[src/shared/pport_pkg.sv]
// Package: constants, types and register map of the printer-side parallel port
`default_nettype none
package pport_pkg;

   // Register offsets, byte addresses on the plain register port
   localparam logic [7:0] CFG_ADDR    = 8'h00;
   localparam logic [7:0] CTRL_ADDR   = 8'h04;
   localparam logic [7:0] STAT_ADDR   = 8'h08;
   localparam logic [7:0] IRQ_ST_ADDR = 8'h0c;
   localparam logic [7:0] IRQ_EN_ADDR = 8'h10;
   localparam logic [7:0] IRQ_CL_ADDR = 8'h14;
   localparam logic [7:0] RXDATA_ADDR = 8'h18;
   localparam logic [7:0] TXDATA_ADDR = 8'h1c;
   localparam logic [7:0] LEVEL_ADDR  = 8'h20;

   // Configuration field positions
   localparam int CFG_BIDIR_BIT   = 0;
   localparam int CFG_ECP_BIT     = 1;
   localparam int CFG_ACKW_LSB    = 2;
   localparam int CFG_CENTRE_BIT  = 4;
   localparam int CFG_PRIME_LSB   = 5;
   localparam int CFG_OFFRX_BIT   = 7;
   localparam int CFG_BUFSZ_LSB   = 8;
   localparam int CFG_MODE_LSB    = 10;
   localparam int CFG_ENABLE_BIT  = 12;

   // Control bits
   localparam int CTRL_ONLINE_BIT = 0;
   localparam int CTRL_PAPER_BIT  = 1;
   localparam int CTRL_ALARM_BIT  = 2;
   localparam int CTRL_PROC_BIT   = 3;
   localparam int CTRL_TXEN_BIT   = 4;

   // Interrupt bits
   localparam int IRQ_RX_BIT      = 0;
   localparam int IRQ_PRIME_BIT   = 1;
   localparam int IRQ_MODE_BIT    = 2;
   localparam int IRQ_OVF_BIT     = 3;
   localparam int IRQ_W           = 4;

   // Defaults: bidirectional, ECP on, narrow ack, end release, prime off
   localparam logic [12:0] CFG_RESET = 13'h1003;

   // Ack widths and prime minima
   localparam int CLK_MHZ         = 10;
   localparam int ACK_NARROW_NS   = 500;
   localparam int ACK_MEDIUM_NS   = 1000;
   localparam int ACK_WIDE_NS     = 3000;
   localparam int PRIME_SHORT_US  = 3;
   localparam int PRIME_LONG_US   = 50;
   localparam logic [9:0] ACK_NARROW_CYC =
      10'((ACK_NARROW_NS * CLK_MHZ + 999) / 1000);
   localparam logic [9:0] ACK_MEDIUM_CYC =
      10'((ACK_MEDIUM_NS * CLK_MHZ + 999) / 1000);
   localparam logic [9:0] ACK_WIDE_CYC =
      10'((ACK_WIDE_NS * CLK_MHZ + 999) / 1000);
   localparam logic [9:0] PRIME_SHORT_CYC = 10'(PRIME_SHORT_US * CLK_MHZ);
   localparam logic [9:0] PRIME_LONG_CYC  = 10'(PRIME_LONG_US * CLK_MHZ);

   // Receive buffer depth in bytes, stand-ins for the three capacities
   localparam int BUF_DEPTH       = 16;
   localparam int BUF_AW          = 4;
   localparam logic [4:0] BUF_LIM_SMALL = 5'd4;
   localparam logic [4:0] BUF_LIM_MID   = 5'd8;
   localparam logic [4:0] BUF_LIM_FULL  = 5'd16;

   typedef enum logic [1:0] {
      ACKW_NARROW = 2'h0, ACKW_MEDIUM = 2'h1, ACKW_WIDE = 2'h2
   } ack_width_t;
   typedef enum logic [1:0] {
      PRIME_OFF = 2'h0, PRIME_3US = 2'h1, PRIME_50US = 2'h2
   } prime_sel_t;
   typedef enum logic [1:0] {
      MODE_COMPAT = 2'h0, MODE_NIBBLE = 2'h1, MODE_ECP = 2'h2
   } xfer_mode_t;
   typedef enum logic [1:0] {
      HS_IDLE = 2'b00, HS_STORE = 2'b01, HS_ACK = 2'b11
   } hs_state_t;

   typedef struct packed {
      logic       enable;
      xfer_mode_t mode;
      logic [1:0] bufsz;
      logic       offline_rx;
      prime_sel_t prime;
      logic       centre;
      ack_width_t ackw;
      logic       ecp_en;
      logic       bidir;
   } cfg_t;

   typedef struct packed {
      logic [7:0] addr;
      logic [31:0] wdata;
      logic       wr;
      logic       rd;
   } reg_req_t;

endpackage : pport_pkg
`default_nettype wire

[src/hw/parallel_printer_port.sv]
// Printer-side logic of the 8-bit host parallel port
//
// Added by the designer: the register offsets and the strobed register port.
`default_nettype none

// Summary of operation
// - The host drives the data byte and pulses strobe; the printer samples the byte on strobe.
// - Acknowledge is pulsed once a byte has been taken in and stored.
// - Busy is held while print data is processed or an alarm exists.
// - Fault is asserted when paper is out or an alarm is present.
// - Compatibility, nibble and ECP modes exist, ECP can be switched off, compatibility moves 8 bits.
// - Every received byte goes into a receive buffer whose capacity is one of three settings.
// - Handshake and busy run in every mode; with end release the host never overruns the buffer, with centre release busy drops mid-ack even when full.
// - The acknowledge pulse is narrow, medium or wide, narrow by default.
// - Busy drops at the end of acknowledge by default, or at its centre when chosen.
// - Input prime is ignored by default, or initializes after a low pulse of at least 3 or 50 us.
// - Unidirectional setting keeps the data lines undriven; bidirectional is the default.
// - Reception while offline is a setting, off by default.
// - Settings are held across power cycles.
module parallel_printer_port
   import pport_pkg::*;
(
   // Clock and reset
   input  wire logic        CLK,
   input  wire logic        RST,
   // Register port
   input  wire logic [7:0]  ADDR,
   input  wire logic [31:0] WDATA,
   input  wire logic        WR,
   input  wire logic        RD,
   output logic      [31:0] RDATA,
   // Stored settings from non-volatile memory, loaded after reset
   input  wire logic [12:0] NV_CFG,
   output logic      [12:0] NV_CFG_OUT,
   output logic             NV_SAVE,
   // Host pins, active low where the name says so
   input  wire logic [7:0]  PD_I,
   output logic      [7:0]  PD_O,
   output logic             PD_OE,
   input  wire logic        STROBE_N,
   input  wire logic        AUTOFD_N,
   input  wire logic        SELIN_N,
   input  wire logic        INIT_N,
   output logic             ACK_N,
   output logic             BUSY,
   output logic             PERROR,
   output logic             SELECT,
   output logic             FAULT_N,
   // Interrupt and initialization
   output logic             IRQ,
   output logic             PRIME_PULSE
);

   function automatic logic [4:0] buf_limit(input logic [1:0] sz);
      if (sz == 2'h0) return BUF_LIM_SMALL;
      else if (sz == 2'h1) return BUF_LIM_MID;
      else return BUF_LIM_FULL;
   endfunction

   function automatic logic [9:0] ack_cycles(input ack_width_t w);
      if (w == ACKW_MEDIUM) return ACK_MEDIUM_CYC;
      else if (w == ACKW_WIDE) return ACK_WIDE_CYC;
      else return ACK_NARROW_CYC;
   endfunction

   cfg_t        cfg_q;
   logic        loaded_q;
   logic [4:0]  ctrl_q;
   logic [IRQ_W-1:0] ist_q;
   logic [IRQ_W-1:0] ien_q;
   logic [7:0]  txd_q;
   logic [2:0]  stb_s_q;
   logic [2:0]  init_s_q;
   logic [2:0]  afd_s_q;
   logic [2:0]  sel_s_q;
   logic [7:0]  pd_s1_q;
   logic [7:0]  pd_s2_q;
   logic        stb_q;
   logic        init_q;
   logic [1:0]  req_q;
   logic [7:0]  byte_q;
   hs_state_t   hs_q;
   logic [9:0]  cnt_q;
   logic [9:0]  prime_cnt_q;
   logic [7:0]  mem_q [BUF_DEPTH];
   logic [BUF_AW-1:0] wp_q;
   logic [BUF_AW-1:0] rp_q;
   logic [4:0]  lvl_q;
   reg_req_t    req;

   logic        online;
   logic        alarm;
   logic        accept;
   logic        stb_fall;
   logic        push;
   logic        pop;
   logic        full;
   logic        prime_hit;
   logic [IRQ_W-1:0] ev;
   logic [9:0]  ack_len;

   assign req      = '{addr: ADDR, wdata: WDATA, wr: WR, rd: RD};
   assign online   = ctrl_q[CTRL_ONLINE_BIT];
   assign alarm    = ctrl_q[CTRL_ALARM_BIT];
   assign ack_len  = ack_cycles(cfg_q.ackw);
   assign full     = (lvl_q >= buf_limit(cfg_q.bufsz));
   // Strobe counts once two later stages agree, filtering glitches
   assign stb_fall = stb_q && !stb_s_q[1] && !stb_s_q[2];
   assign accept   = cfg_q.enable && (online || cfg_q.offline_rx);
   assign push     = (hs_q == HS_STORE) && !full;
   assign pop      = req.rd && (req.addr == RXDATA_ADDR) && (lvl_q != 5'd0);
   assign prime_hit = (cfg_q.prime == PRIME_3US) ? (prime_cnt_q == PRIME_SHORT_CYC)
                    : (cfg_q.prime == PRIME_50US) ? (prime_cnt_q == PRIME_LONG_CYC)
                    : 1'b0;
   assign ev = {stb_fall && full,
                (afd_s_q[1] == afd_s_q[2] && sel_s_q[1] == sel_s_q[2] &&
                 req_q != {afd_s_q[2], sel_s_q[2]}), prime_hit, push};

   // Pin synchronisers, three stages for each control line, two for the data bus
   always_ff @(posedge CLK or posedge RST) begin
      if (RST) begin
         stb_s_q  <= 3'h7;
         init_s_q <= 3'h7;
         afd_s_q  <= 3'h7;
         sel_s_q  <= 3'h7;
         pd_s1_q  <= 8'h00;
         pd_s2_q  <= 8'h00;
         stb_q    <= 1'b1;
         init_q   <= 1'b1;
         req_q    <= 2'h3;
      end else begin
         stb_s_q  <= {stb_s_q[1:0], STROBE_N};
         init_s_q <= {init_s_q[1:0], INIT_N};
         afd_s_q  <= {afd_s_q[1:0], AUTOFD_N};
         sel_s_q  <= {sel_s_q[1:0], SELIN_N};
         pd_s1_q  <= PD_I;
         pd_s2_q  <= pd_s1_q;
         if (stb_s_q[1] == stb_s_q[2]) stb_q <= stb_s_q[2];
         if (init_s_q[1] == init_s_q[2]) init_q <= init_s_q[2];
         if (afd_s_q[1] == afd_s_q[2] && sel_s_q[1] == sel_s_q[2]) begin
            req_q <= {afd_s_q[2], sel_s_q[2]};
         end
      end
   end

   // Settings: loaded from non-volatile store after reset, saved on write
   always_ff @(posedge CLK or posedge RST) begin
      if (RST) begin
         cfg_q      <= cfg_t'(CFG_RESET);
         loaded_q   <= 1'b0;
         NV_SAVE    <= 1'b0;
         NV_CFG_OUT <= CFG_RESET;
      end else begin
         NV_SAVE <= 1'b0;
         if (!loaded_q) begin
            cfg_q    <= cfg_t'(NV_CFG);
            loaded_q <= 1'b1;
         end else if (req.wr && req.addr == CFG_ADDR) begin
            cfg_q      <= cfg_t'(req.wdata[12:0]);
            NV_CFG_OUT <= req.wdata[12:0];
            NV_SAVE    <= 1'b1;
            // ECP disabled falls back to compatibility
            if (!req.wdata[CFG_ECP_BIT] && req.wdata[CFG_MODE_LSB+1 -: 2] == MODE_ECP) begin
               cfg_q.mode <= MODE_COMPAT;
            end
         end
      end
   end

   // Control, interrupt enable and reverse data registers
   always_ff @(posedge CLK or posedge RST) begin
      if (RST) begin
         ctrl_q <= 5'h00;
         ien_q  <= '0;
         txd_q  <= 8'h00;
      end else if (req.wr) begin
         if (req.addr == CTRL_ADDR) ctrl_q <= req.wdata[4:0];
         else if (req.addr == IRQ_EN_ADDR) ien_q <= req.wdata[IRQ_W-1:0];
         else if (req.addr == TXDATA_ADDR) txd_q <= req.wdata[7:0];
      end
   end

   // Sticky status: a new event beats a clear in the same cycle
   always_ff @(posedge CLK or posedge RST) begin
      if (RST) begin
         ist_q <= '0;
      end else begin
         ist_q <= (ist_q & ~((req.wr && req.addr == IRQ_CL_ADDR) ?
                  req.wdata[IRQ_W-1:0] : '0)) | ev;
      end
   end

   // Handshake: capture, store, then acknowledge
   always_ff @(posedge CLK or posedge RST) begin
      if (RST) begin
         hs_q   <= HS_IDLE;
         cnt_q  <= 10'h000;
         byte_q <= 8'h00;
      end else begin
         case (hs_q)
            HS_IDLE: begin
               if (stb_fall && accept && !full) begin
                  byte_q <= pd_s2_q;
                  hs_q   <= HS_STORE;
               end
            end
            HS_STORE: begin
               if (!full) begin
                  hs_q  <= HS_ACK;
                  cnt_q <= 10'h000;
               end
            end
            HS_ACK: begin
               if (cnt_q == ack_len - 10'h001) hs_q <= HS_IDLE;
               else cnt_q <= cnt_q + 10'h001;
            end
            default: hs_q <= HS_IDLE;
         endcase
      end
   end

   // Receive buffer
   always_ff @(posedge CLK or posedge RST) begin
      if (RST) begin
         wp_q  <= '0;
         rp_q  <= '0;
         lvl_q <= 5'h00;
      end else begin
         if (push) begin
            mem_q[wp_q] <= byte_q;
            wp_q        <= wp_q + 1'b1;
         end
         if (pop) rp_q <= rp_q + 1'b1;
         lvl_q <= lvl_q + 5'(push) - 5'(pop);
      end
   end

   // Prime pulse width counter
   always_ff @(posedge CLK or posedge RST) begin
      if (RST) begin
         prime_cnt_q <= 10'h000;
         PRIME_PULSE <= 1'b0;
      end else begin
         PRIME_PULSE <= prime_hit;
         if (init_q || cfg_q.prime == PRIME_OFF) prime_cnt_q <= 10'h000;
         // Runs one past the long minimum so a held line hits only once
         else if (prime_cnt_q <= PRIME_LONG_CYC) prime_cnt_q <= prime_cnt_q + 10'h001;
      end
   end

   // Host-facing outputs, all registered
   always_ff @(posedge CLK or posedge RST) begin
      if (RST) begin
         ACK_N   <= 1'b1;
         BUSY    <= 1'b1;
         PERROR  <= 1'b0;
         SELECT  <= 1'b0;
         FAULT_N <= 1'b1;
         PD_O    <= 8'h00;
         PD_OE   <= 1'b0;
         IRQ     <= 1'b0;
      end else begin
         ACK_N <= !(hs_q == HS_ACK);
         // Busy from capture to end of ack (or its centre), while idle and full or not accepting, during processing or alarm
         BUSY <= stb_fall || hs_q == HS_STORE ||
                 (hs_q == HS_ACK && (!cfg_q.centre ||
                   cnt_q < (ack_len >> 1))) ||
                 (hs_q == HS_IDLE && (full || !accept)) ||
                 ctrl_q[CTRL_PROC_BIT] || alarm;
         PERROR  <= !ctrl_q[CTRL_PAPER_BIT];
         SELECT  <= online;
         FAULT_N <= !(!ctrl_q[CTRL_PAPER_BIT] || alarm);
         PD_O    <= txd_q;
         // Unidirectional setting never drives the lines
         PD_OE   <= cfg_q.bidir && ctrl_q[CTRL_TXEN_BIT];
         IRQ     <= |(ist_q & ien_q);
      end
   end

   // Read data, one cycle after the strobe; unmapped reads zero
   always_ff @(posedge CLK or posedge RST) begin
      if (RST) begin
         RDATA <= 32'h0000_0000;
      end else if (req.rd) begin
         if (req.addr == CFG_ADDR) RDATA <= {19'h0, cfg_q};
         else if (req.addr == CTRL_ADDR) RDATA <= {27'h0, ctrl_q};
         else if (req.addr == STAT_ADDR) RDATA <= {22'h0, req_q, hs_q, init_q, full,
                                                   BUSY, ACK_N, 2'h0};
         else if (req.addr == IRQ_ST_ADDR) RDATA <= {28'h0, ist_q};
         else if (req.addr == IRQ_EN_ADDR) RDATA <= {28'h0, ien_q};
         else if (req.addr == RXDATA_ADDR) RDATA <= {24'h0, mem_q[rp_q]};
         else if (req.addr == LEVEL_ADDR) RDATA <= {27'h0, lvl_q};
         else RDATA <= 32'h0000_0000;
      end else begin
         RDATA <= 32'h0000_0000;
      end
   end

endmodule // parallel_printer_port
`default_nettype wire

[config.mk]
export PLATFORM = sky130hd
export DESIGN_NAME = parallel_printer_port
export DESIGN_NICKNAME = d
export VERILOG_FILES = /design/src/shared/pport_pkg.sv /design/src/hw/parallel_printer_port.sv
export SDC_FILE = /design/constraint.sdc
export NUM_CORES = 1
export LEC_CHECK = 0
export ABC_AREA = 1
export BUFFER_PORTS_ARGS = -buffer_cell sky130_fd_sc_hd__buf_2
export CORE_MARGIN = 2
export CORE_UTILIZATION = 50
export DETAILED_ROUTE_END_ITERATION = 7
export GPL_TIMING_DRIVEN = 0
export PLACE_DENSITY = 0.67
export SYNTH_ARGS = -nofsm -noshare
export SYNTH_HDL_FRONTEND = slang
export SYNTH_SLANG_ARGS = --single-unit
[constraint.sdc]
create_clock -name CLK -period 8.5 [get_ports CLK]
set_input_delay 0.425 -clock CLK [delete_from_list [all_inputs] [get_ports CLK]]
set_output_delay 0.425 -clock CLK [all_outputs]
set_load 0.01 [all_outputs]
Word level (Yosys, flattened, before mapping)
Memories as Yosys holds them, arrays and structs flattened.
Index checks and enable logic that the tools add are counted.
{"block": "word_totals", "ram_bits": 128, "in_bits": 69, "reg_bits": 172, "n_memories": 1, "elab_cells": 172, "out_inout_bits": 62}
{"block": "op_classes", "reduce_logical": 53, "n_lt_le_gt_ge": 3, "n_addsub": 7, "n_mux": 31, "bitwise": 6, "n_eq_ne": 29}
{"memory": "mem_q", "depth": 16, "word_bits": 8, "read_ports": 1, "rd_clocked_by_memory_dff": 0, "wr": 1, "line_no": "parallel_printer_port.sv:85", "text": "logic [7:0] mem_q [BUF_DEPTH];"}
{"operator": "$mux W10", "count": 7}
{"operator": "$mux W13", "count": 3}
{"operator": "$eq A8 B5 Y1 const B", "count": 4}
{"operator": "$mux W32", "count": 1}
{"operator": "$mux W8", "count": 3}
{"operator": "$add A10 B1 Y10 const B", "count": 2}
{"operator": "$mux W5", "count": 4}
{"operator": "$pmux W10 S2", "count": 1}
{"operator": "$logic_and A1 B1 Y1", "count": 18}
{"operator": "$eq A8 B4 Y1 const B", "count": 2}
{"operator": "$eq A10 B10 Y1", "count": 1}
{"operator": "$eq A10 B5 Y1 const B", "count": 1}
{"operator": "$eq A10 B9 Y1 const B", "count": 1}
{"operator": "$le A10 B9 Y1 const B", "count": 1}
{"operator": "$logic_not A1 Y1", "count": 10}
{"operator": "$logic_or A1 B1 Y1", "count": 10}
{"operator": "$lt A10 B9 Y1", "count": 1}
{"operator": "$sub A10 B1 Y10 const B", "count": 1}
{"operator": "$reduce_and A3 Y1", "count": 3}
{"operator": "$add A4 B1 Y4 const B", "count": 2}
{"operator": "$and A4 B4 Y4", "count": 2}
{"operator": "$eq A2 B1 Y1 const B", "count": 4}
{"operator": "$eq A2 B2 Y1 const B", "count": 4}
{"operator": "$eq A8 B3 Y1 const B", "count": 1}
{"operator": "22 further kinds", "count": 42}

Logic depth before layout (Yosys ltp)
Gate-level depths: netlist of the first run.
{"block": "depth", "ltp_word": 10, "mapped_depth": 17, "mapped_depth_nobuf": 17}

Worst setup path before layout of the first run
OpenSTA, ideal clock, no wires.
{"block": "synth_path", "path_kind": "input -> register", "startpoint": "input RST", "endpoint": "memory mem_q[2][0] (enable)", "setup_time_ps": 383, "n_path_buf": 0, "arrival_time_ps": 4600, "required_ps": 8117, "path_stages": 3, "slack_ps": 3516, "path_cell_list": "inv_1 nand2_1 nor3_1"}
{"block": "synth_via", "elab_chain_len": 3}
{"element": "from (decl)", "line_no": "parallel_printer_port.sv:25", "text": "input wire logic RST,"}
{"element": "$logic_not A1 Y1 (no line)"}
{"element": "$logic_and A1 B1 Y1 (implied by the code)", "line_no": "parallel_printer_port.sv:230", "text": "mem_q[wp_q] <= byte_q;"}
{"element": "$mux W1 (implied by the code)", "line_no": "parallel_printer_port.sv:230"}
{"element": "to (decl)", "line_no": "parallel_printer_port.sv:85"}
Every way passes these cells.

Final worst setup path of the first run
{"block": "layout_path", "startpoint": "register cfg_q[9] (netlist name)", "endpoint": "register lvl_q[4]"}
{"block": "layout_via", "elab_chain_len": 8, "elab_cells_between_ends": 9, "classes_between": "2 x add/sub; 1 x order compare; 1 x eq/ne; 2 x mux; 3 x reduce/logical"}
{"element": "from (decl)", "line_no": "parallel_printer_port.sv:66", "text": "cfg_t cfg_q;"}
{"element": "from (signal assigned)", "line_no": "parallel_printer_port.sv:149", "text": "cfg_q <= cfg_t'(CFG_RESET);"}
{"element": "from (signal assigned)", "line_no": "parallel_printer_port.sv:156", "text": "cfg_q <= cfg_t'(NV_CFG);"}
{"element": "from (signal assigned)", "line_no": "parallel_printer_port.sv:159", "text": "cfg_q <= cfg_t'(req.wdata[12:0]);"}
{"element": "$eq A2 B1 Y1", "line_no": "parallel_printer_port.sv:56", "text": "else if (sz == 2'h1) return BUF_LIM_MID;"}
{"element": "$mux W5", "line_no": "parallel_printer_port.sv:56"}
{"element": "$mux W5 *", "line_no": "parallel_printer_port.sv:55", "text": "if (sz == 2'h0) return BUF_LIM_SMALL;"}
{"element": "$ge A5 B5 Y1 *", "line_no": "parallel_printer_port.sv:106", "text": "assign full = (lvl_q >= buf_limit(cfg_q.bufsz));"}
{"element": "$logic_not A1 Y1 *"}
{"element": "$logic_and A1 B1 Y1 *", "line_no": "parallel_printer_port.sv:110", "text": "assign push = (hs_q == HS_STORE) && !full;"}
{"element": "$add A5 B1 Y5 *", "line_no": "parallel_printer_port.sv:234", "text": "lvl_q <= lvl_q + 5'(push) - 5'(pop);"}
{"element": "$sub A5 B1 Y5 *", "line_no": "parallel_printer_port.sv:234"}
{"element": "to (signal assigned)", "line_no": "parallel_printer_port.sv:234"}
{"element": "to (decl)", "line_no": "parallel_printer_port.sv:88", "text": "logic [4:0] lvl_q;"}
Every way passes the cells marked *; elsewhere a longest branch is shown, timed or not.
A chain may end at the register's enable or synchronous reset.

==> impl_metrics.toml, run 1 <==
[outcome]
status = "finished clean"

[global_route]
antenna_found_initial = 0
grt.total_usage = 0.226
grt_overflow_total = 0
grt_pass1_vias = 8393
grt_first_pass_wirelength_mm = 45.5
grt_max_degree = 82

[logic_synthesis]
ys_seq_area_frac = 0.640
yosys.area.top_type = "edfxtp_1"
netlist_area_um2 = 12000
avgSynthCellArea_um2 = 10.3
synth_edf_count = 128
ys_seq_elements = 281
yosysWarnings = 0
synth-async-reset-ratio = 0.544
ys.flop_type = "edfxtp_1"
postSynthCellCount = 1164
ys_types = 46
synthTopCellsByArea = "edfxtp_1 32%, dfrtp_1 27%, nand2_1 8.4%, dfstp_2 5.5%, inv_1 3.7%"
synth_top_area_frac = 0.319

[clock_network]
cts_tree = "done"
cts_root_buffer = "clkbuf_16"
ctsResizeCount = 0
h-tree-depth = 1
clkSlewWorstSetupHoldPaths_ps = 60
clkLatencyLatePin_ps = 540
cts-buffers-inserted = 29
cts_max_path_buffers = 3
cts.sinks = 281

[critical_path]
crit_slowest_cell = "dfrtp_1"
worstPathCellList = "inv_1, nand2_1, ha_1, nand2_1, nor2_1, a211oi_2, nand2_1, inv_2, nand2_4, ha_1, inv_1, ha_1, fa_1, a21oi_1, nor2_1, nor2_1, xor2_1"
crit_path_end_kind = "flop"
crit_type = "reg2reg"
path_delay_family = "adder cells"
startpoint_type = "flop"
crit_required_ps = 8960
worstPathArrival_ps = 3560
critPathMaxFanout = 10
path_buf_inv = 3
max_stage_delay_ps = 410

[power_and_ir_drop]
leakage_nw = 6.40
irDropWorstVdd_mv = 0.141
powerDensity_nw_per_um2 = 247

[floorplan]
rows = 56
die_h_um = 159
initial_core_util = 0.512
die_x_um = 159
pin_count = 131
design.core.area_um2 = 23500
dieArea_um2 = 25300

[timing]
fin_skew_ps = 13.9
setup_viol = 0
final-max-slew-violation-count = 0
grt_setup_unrepaired = "no"
relSlewSlack = 0.337
tightest_slew_ps = 990
period_minus_slack_ps = 3100
postLayoutSetupSlackWorst_ps = 5400
setup_tns_ps = 0
finalCritPeriodShare = 0.365
max_freq_mhz = 322
hold_viol_final = 0

[routing]
wire_per_inst_um = 17.3
drc = 0
drtIter0Drc = 676
via_per_inst = 5.23
first_pass_iters = 5
vias = 8681
ant_nets = 0
wirelength_mm = 28.7

[place]
port_buffers = 92
gp_congestion = 0.883
dpl_worst_slack_ps = 5170
hpwl_mm = 19.6

[cells_and_area]
final_cell_mix = "270 x nand2_1, 128 x dfrtp_1, 128 x edfxtp_1"
layout-drive-gt1-share = 0.191
layout-area-overhead-vs-synth_pct = 17.4
final_nets = 1413
antenna_cells = 0
final_common_cell = "nand2_1"

[job]
max-cap-violations = 0

[worst_hold_path]
min_path_type = "in2async"
[state kept, by name (all words and copies together) (netlist names), 2 cells and up]
register / cells
ien_q: 4
stb_s_q: 3
wp_q: 4
prime_cnt_q: 10
mem_q: 128
afd_s_q: 3
req_q: 2
cnt_q: 10
sel_s_q: 3
cfg_q: 13
PD_O: 8
byte_q: 8
hs_q: 2
ctrl_q: 5
txd_q: 8
lvl_q: 5
pd_s1_q: 8
NV_CFG_OUT: 13
init_s_q: 3
RDATA: 13
pd_s2_q: 8
ist_q: 4
rp_q: 4
[where the power goes]
part           internal, W  switching (W)  total (W)
registers          0.00158       0.000121    0.00170
clock network     0.000760       0.000522    0.00128
logic             0.000169       0.000337   0.000506
[Yosys cell counts, types with 2 or more instances]
library cell and n:
o211ai_1 8, o22ai_1 5, ha_1 24, buf_2 24, nor2_2 4, nor3_2 2
dfstp_2 25, nand4_1 9, nor2_1 103, nand3_2 2, a21oi_1 24, inv_1 118
xor2_1 18, o21ai_0 87, edfxtp_1 128, conb_1 2, clkbuf_1 4, buf_6 3
nand3_1 87, xnor2_1 2, nand2_1 270, dfrtp_1 128, buf_4 19, o21ai_1 5
a31oi_1 2, nand2_4 3, inv_2 7, o2111ai_1 3, nor2_4 4, nand2_2 2
nor4_1 5, nor3_1 21, mux2_2 3
[final timing paths]
path	startpoint	endpoint	slack (ps)	depth (start not counted)
min in group CLK	NV_CFG[5]	cfg_q[5]$_DFFE_PP0P_	110	3
worst max-delay path	cfg_q[9]$_DFFE_PP0P_	lvl_q[4]$_DFF_PP0_	5400	17
max in group asynchronous	RST	afd_s_q[1]$_DFF_PP1_	7530	3
worst min-delay path	RST	wp_q[2]$_DFFE_PP0P_	70	2
worst min register to register	pd_s1_q[6]$_DFF_PP0_	pd_s2_q[6]$_DFF_PP0_	350	0
worst max register to register	cfg_q[9]$_DFFE_PP0P_	lvl_q[4]$_DFF_PP0_	5400	17
[metal layers]
metal / vias to the layer above / share of wire / global-route usage
li1: 4120 / - / -
met3: 45 / 0.072 / 0.0260
met4: 0 / 0.017 / 0.0587
met1: 4195 / 0.44 / 0.333
met5: - / 0 / 0
met2: 321 / 0.47 / 0.360
[cell type report]
type,count,area [um2]
Clock buffer,34,796
Inverter,127,483
Timing Repair Buffer,106,616
Sequential cell,281,7700
Clock inverter,19,185
Buffer,50,312
Fill cell,1982,9400
Tap cell,319,399
Multi-Input combinational cell,724,3650
[stage by stage]
stage           util  cells  area [um2]  hold WS [ps]  power (W)
6_report       0.601   1660       14100          74.6    0.00349
5_1_grt        0.601   1660       14100          99.7    0.00364
4_1_cts        0.600   1660       14100          86.4    0.00350
3_5_place_dp   0.553   1595       13000           335    0.00222
3_3_place_gp   0.551   1593       13000           334    0.00220
2_1_floorplan      -   1182       12100           331    0.00203
[cell families (layout without fill, tap and decap cells)]
logic type                 Yosys count  count (layout)  synth area share
other                                2              20          0.000624
adders and majority gates           26              26            0.0274
buffers and inverters              177             336            0.0656
xor gates and xnor gates            20              20            0.0145
and+or+nand+nor                    515             515             0.185
AOI/OAI and AO/OA                  140             140            0.0644
DFF                                281             281             0.640
muxes                                3               3           0.00280
[what timing repair did]
action	CTS	global route
hold endpoints to repair	12	0
buffers inserted	0	0
hold buffers	12	0
(Power assumes the default switching activity.)
==> run 2, diff against run 1 <==
- ABC_AREA: 1 -> 0
- PLACE_DENSITY: 0.67 -> 0.7
- clock period: 8.5 -> 2.5 ns (I/O delays scaled with it)
==> impl_metrics.toml, run 2 <==
[outcome]
status = "finished with violations"
violations = "setup timing"

[cells_and_area]
final_cell_mix = "128 x edfxtp_1, 126 x dfrtp_1, 100 x buf_2"
layout-drive-gt1-share = 0.349
layout-area-overhead-vs-synth_pct = 28.7
final_core_util = 0.648
regArea_um2 = 7710
antenna_cells = 0
fillers = 1658
multi_input_area_um2 = 3940
largest_register_ffs = 128
regMostFlops = "mem_q"
final_nets = 1120
finish.instance_area_um2 = 15100
final_common_cell = "edfxtp_1"

[floorplan]
die_x_um = 157
design.core.area_um2 = 23300
die_h_um = 157
dieArea_um2 = 24700
pin_count = 131
initial_core_util = 0.504
rows = 56

[critical_path]
worstPathArrival_ps = 3380
max_stage_delay_ps = 440
path_buf_inv = 3
path_delay_family = "adder cells"
startpoint_type = "flop"
worstPathCellList = "inv_2, nand2_2, ha_4, or3b_4, o22ai_4, and3b_2, inv_6, ha_4, inv_2, ha_4, fa_2, a21oi_2, nor2_1, nor2_1, xnor2_1"
crit_slowest_cell = "dfrtp_2"
crit_path_end_kind = "flop"
critPathMaxFanout = 3
crit_required_ps = 2970
crit_path_frequent_cell = "ha_4"
crit_type = "reg2reg"

[power_and_ir_drop]
power_frac_seq = 0.478
power_frac_comb = 0.162
power_switching_w = 0.00340
power.internal_w = 0.00927
swShare = 0.268
leakage_nw = 6.22
powerDensity_nw_per_um2 = 840
irDropWorstVdd_mv = 0.896
clkPwrFrac = 0.360

[logic_synthesis]
ys_types = 69
ys_seq_elements = 281
ys_seq_area_frac = 0.657
netlist_area_um2 = 11700
yosys.area.top_type = "edfxtp_1"
avgSynthCellArea_um2 = 14.8
synthTopCellsByArea = "edfxtp_1 33%, dfrtp_1 27%, mux4_2 6.1%, dfstp_2 5.6%, mux2_2 4.0%"
synth_edf_count = 128
postSynthCellCount = 792
yosys-top-cells-count = "128 x dfrtp_1, 128 x edfxtp_1, 70 x nor2_1"
ys.flop_type = "edfxtp_1"
synth-async-reset-ratio = 0.544
synth_top_area_frac = 0.328
yosysWarnings = 0

[clock_network]
clkSlewWorstSetupHoldPaths_ps = 60
clkLatencyLatePin_ps = 560
cts_root_buffer = "clkbuf_16"
h-tree-depth = 1
cts-buffers-inserted = 29
cts_max_path_buffers = 3
cts.sinks = 281
cts_tree = "done"

[place]
dpl_worst_slack_ps = -849
placed_cell_area_um2 = 12800
port_buffers = 91
hpwl_mm = 16.6
gp_congestion = 0.886

[job]
max-cap-violations = 0

[global_route]
grt_pass1_vias = 7568
grt_overflow_total = 0
antenna_found_initial = 0
grt_max_degree = 42
grt.total_usage = 0.222
grt_first_pass_wirelength_mm = 42.0

[timing]
tightest_slew_ps = 732
postLayoutSetupSlackWorst_ps = -408
fin_skew_ps = 13.4
setup_viol = 140
period_minus_slack_ps = 2910
relSlewSlack = 0.511
grt_setup_unrepaired = "yes"
finalCritPeriodShare = 1.16
hold_ws_ps = 52.8
max_freq_mhz = 344
hold_viol_final = 0
final-max-slew-violation-count = 0

[routing]
wire_per_inst_um = 19.3
ant_nets = 0
vias = 7332
first_pass_iters = 5
drtIter0Drc = 486
drc = 0
wirelength_mm = 26.4
via_per_inst = 5.36

[worst_hold_path]
min_path_type = "in2reg"
-- run 2: area by class of cell --
cell class | count | share of cell area
buffer | 47 | 0.0200
inverter | 22 | 0.00606
clock buffer | 43 | 0.0603
sequential | 281 | 0.511
clock inverter | 11 | 0.00904
multi-input combinational | 460 | 0.261
tap | 319 | 0.0265
timing repair buffer | 185 | 0.106
-- run 2: power groups by stage --
stage | sequential, W | clock, W | combinational (W)
2_1_floorplan | 0.00592 | 0 | 0.00106
3_3_place_gp | 0.00608 | 0 | 0.00140
3_5_place_dp | 0.00611 | 0 | 0.00146
4_1_cts | 0.00604 | 0.00461 | 0.00196
5_1_grt | 0.00614 | 0.00480 | 0.00225
6_report | 0.00606 | 0.00456 | 0.00205
-- run 2: worst paths after layout --
kind                                 startpoint                   end  slack [ps]  cells after the start
min in group asynchronous                   RST  cnt_q[2]$_DFFE_PP0P_         200                      3
setup / recovery           cfg_q[9]$_DFFE_PP0P_    lvl_q[4]$_DFF_PP0_        -410                     15
hold reg to reg            pd_s1_q[7]$_DFF_PP0_  pd_s2_q[7]$_DFF_PP0_         350                      0
setup reg to reg           cfg_q[9]$_DFFE_PP0P_    lvl_q[4]$_DFF_PP0_        -410                     15
max in group asynchronous                   RST  sel_s_q[0]$_DFF_PP1_        1200                      6
hold / removal                               RD    RDATA[3]$_DFF_PP0_          50                      3
-- run 2: worst reg2reg max path, stage by stage (launching register included) --
cell     delay [ps]
dfrtp_2         440
inv_2            80
nand2_2          60
ha_4            160
or3b_4          370
o22ai_4         170
and3b_2         280
inv_6            50
ha_4            260
inv_2            40
ha_4            150
fa_2            350
a21oi_2         130
nor2_1           60
nor2_1          110
xnor2_1         130
-- run 2: through the flow --
stage                     power, W  TNS (ps)  instances
final                       0.0127    -27510       1368
after CTS                   0.0126    -20270       1367
after detailed placement   0.00757    -90370       1224
after floorplan            0.00697    -94560        810
after global placement     0.00747   -346340       1220
after global routing        0.0132    -40580       1368
-- run 2: per-layer routing --
metal	share of wire	GRT usage
met5	0	0
met4	0.021	0.0606
met3	0.054	0.0314
met2	0.51	0.394
met1	0.42	0.289
-- run 2: what timing repair did --
action,4_1_cts,5_1_grt
hold buffers,52,0
setup buffers,37,2
gates cloned,0,0
hold endpoints to repair,80,0
pin swaps,24,9
endpoints found under the setup margin,140,142
resized for setup,54,11
-- run 2: cell families (layout without fill, tap and decap cells) --
| group | count (synthesis) | count (layout) | share of synthesized area |
|---|---|---|---|
| compound gates | 103 | 103 | 0.0609 |
| xor+xnor | 25 | 25 | 0.0187 |
| fa+ha+maj | 27 | 27 | 0.0290 |
| buf+inv | 69 | 308 | 0.0319 |
| flops | 281 | 281 | 0.657 |
| mux | 96 | 96 | 0.121 |
| other cells | 2 | 20 | 0.000641 |
| simple gates | 189 | 189 | 0.0812 |
==> run 3, diff against run 2 <==
==> constraint.sdc (replaced) <==
create_clock -name CLK -period 2.5 [get_ports CLK]
set_input_delay 0.25 -clock CLK [delete_from_list [all_inputs] [get_ports CLK]]
set_output_delay 0.25 -clock CLK [all_outputs]
set_load 0.01 [all_outputs]
==> impl_metrics.toml, run 3 (synthesis gave the netlist of run 2 again) <==
[outcome]
status = "finished with violations"
violations = "setup timing"

[critical_path]
worstPathCellList = "nor2_2, ha_1, or3b_4, o22ai_4, and3b_2, inv_6, ha_4, inv_2, ha_4, fa_2, a21oi_2, nor2_1, nor2_1, xnor2_1"
worstPathArrival_ps = 3370
startpoint_type = "flop"
path_delay_family = "simple AND/OR/NAND/NOR gates"
path_buf_inv = 2
crit_type = "reg2reg"
crit_slowest_cell = "dfrtp_2"
crit_start = "cfg_q[9]$_DFFE_PP0P_"
rr_startpoint = "cfg_q[9]$_DFFE_PP0P_"
max_stage_delay_ps = 440
crit_required_ps = 2970
critPathMaxFanout = 3
crit_path_end_kind = "flop"

[cells_and_area]
layout-drive-gt1-share = 0.357
final_common_cell = "edfxtp_1"
antenna_cells = 0
final_core_util = 0.643
finish.instance_area_um2 = 15000
final_nets = 1109
fin_cells = 1357
fillers = 1668
final_cell_mix = "128 x edfxtp_1, 126 x dfrtp_1, 100 x buf_2"
layout-area-overhead-vs-synth_pct = 27.6
regMostFlops = "mem_q"
largest_register_ffs = 128

[power_and_ir_drop]
powerDensity_nw_per_um2 = 847
leakage_nw = 6.18
irDropWorstVdd_mv = 0.897

[clock_network]
clkLatencyLatePin_ps = 560
h-tree-depth = 1
clkSlewWorstSetupHoldPaths_ps = 60
cts.sinks = 281
cts_max_path_buffers = 3
cts_root_buffer = "clkbuf_16"
cts-buffers-inserted = 29
cts_tree = "done"

[global_route]
grt_max_degree = 42
grt_pass1_vias = 7425
grt_overflow_total = 0
grt_first_pass_wirelength_mm = 41.5
grt.total_usage = 0.220
antenna_found_initial = 0

[worst_hold_path]
min-delay-start = "WDATA[2]"
min_path_type = "in2reg"

[floorplan]
die_h_um = 157
die_x_um = 157
pin_count = 131
rows = 56
initial_core_util = 0.504
dieArea_um2 = 24700
design.core.area_um2 = 23300

[job]
max-cap-violations = 0

[routing]
vias = 7264
drtIter0Drc = 441
via_per_inst = 5.35
first_pass_iters = 4
drc = 0
wirelength_mm = 26.0
wire_per_inst_um = 19.2
ant_nets = 0

[timing]
fin_skew_ps = 12.4
setup_tns_ps = -32910
period_minus_slack_ps = 2900
finalCritPeriodShare = 1.16
hold_viol_final = 0
hold_ws_ps = 27.2
final-max-slew-violation-count = 0
postLayoutSetupSlackWorst_ps = -401
setup_viol = 140
relSlewSlack = 0.511
tightest_slew_ps = 731
grt_setup_unrepaired = "yes"
max_freq_mhz = 345

[place]
gp_congestion = 0.886
hpwl_mm = 16.6
port_buffers = 91
placed_cell_area_um2 = 12800
dp_cells = 1224
-- run 3: cell count changes in the layout (fill, tap and decap cells not counted) --
cell,change
buf_4,+5
dlygate4sd3_1,-16
-- run 3: stage by stage --
stage	setup slack [ps]	power, W
6_report	-401	0.0127
5_1_grt	-527	0.0132
4_1_cts	-394	0.0126
3_5_place_dp	-849	0.00757
3_3_place_gp	-2360	0.00747
2_1_floorplan	-866	0.00697
-- run 3: final timing paths --
check                                        to  slack, ps  cells after the start
min in group asynchronous  cnt_q[2]$_DFFE_PP0P_        320                      3
max in group asynchronous  sel_s_q[0]$_DFF_PP1_       1070                      6
hold / removal             ien_q[2]$_DFFE_PP0P_         30                      2
hold reg to reg            pd_s2_q[7]$_DFF_PP0_        350                      0
setup / recovery             lvl_q[4]$_DFF_PP0_       -400                     14
setup reg to reg             lvl_q[4]$_DFF_PP0_       -400                     14
-- run 3: layout make-up --
| class | instances | area, um2 | share of cell area |
|---|---|---|---|
| Sequential cell | 281 | 7710 | 0.515 |
| Timing Repair Buffer | 174 | 1480 | 0.0989 |
| Buffer | 47 | 302 | 0.0202 |
| Clock buffer | 43 | 910 | 0.0608 |
| Tap cell | 319 | 399 | 0.0267 |
| Clock inverter | 11 | 136 | 0.00912 |
| Multi-Input combinational cell | 460 | 3940 | 0.263 |
| Inverter | 22 | 91.3 | 0.00610 |
-- run 3: worst reg2reg max path, cell delays in order, from the launching register on --
cell     delay, ps
dfrtp_2        440
nor2_2         140
ha_1           150
or3b_4         380
o22ai_4        170
and3b_2        280
inv_6           50
ha_4           260
inv_2           40
ha_4           150
fa_2           350
a21oi_2        130
nor2_1          60
nor2_1         110
xnor2_1        130
-- run 3: layer usage --
| layer | vias up | part of all wire | GRT usage |
|---|---|---|---|
| met5 | - | 0 | 0 |
| met4 | 0 | 0.022 | 0.0563 |
| met3 | 42 | 0.055 | 0.0300 |
| met2 | 232 | 0.50 | 0.388 |
| met1 | 3635 | 0.42 | 0.289 |
| li1 | 3355 | - | - |
-- run 3: power by group --
part           switching, W  internal, W
registers          0.000545      0.00551
logic               0.00103      0.00104
clock network       0.00181      0.00274
-- run 3: timing repair --
action / 4_1_cts / 5_1_grt
hold buffers: 36 / 0
buffers inserted: 37 / 7
gates resized for setup: 54 / 11
setup endpoints to repair: 140 / 142
pin swaps: 24 / 12
hold endpoints to repair: 58 / 0
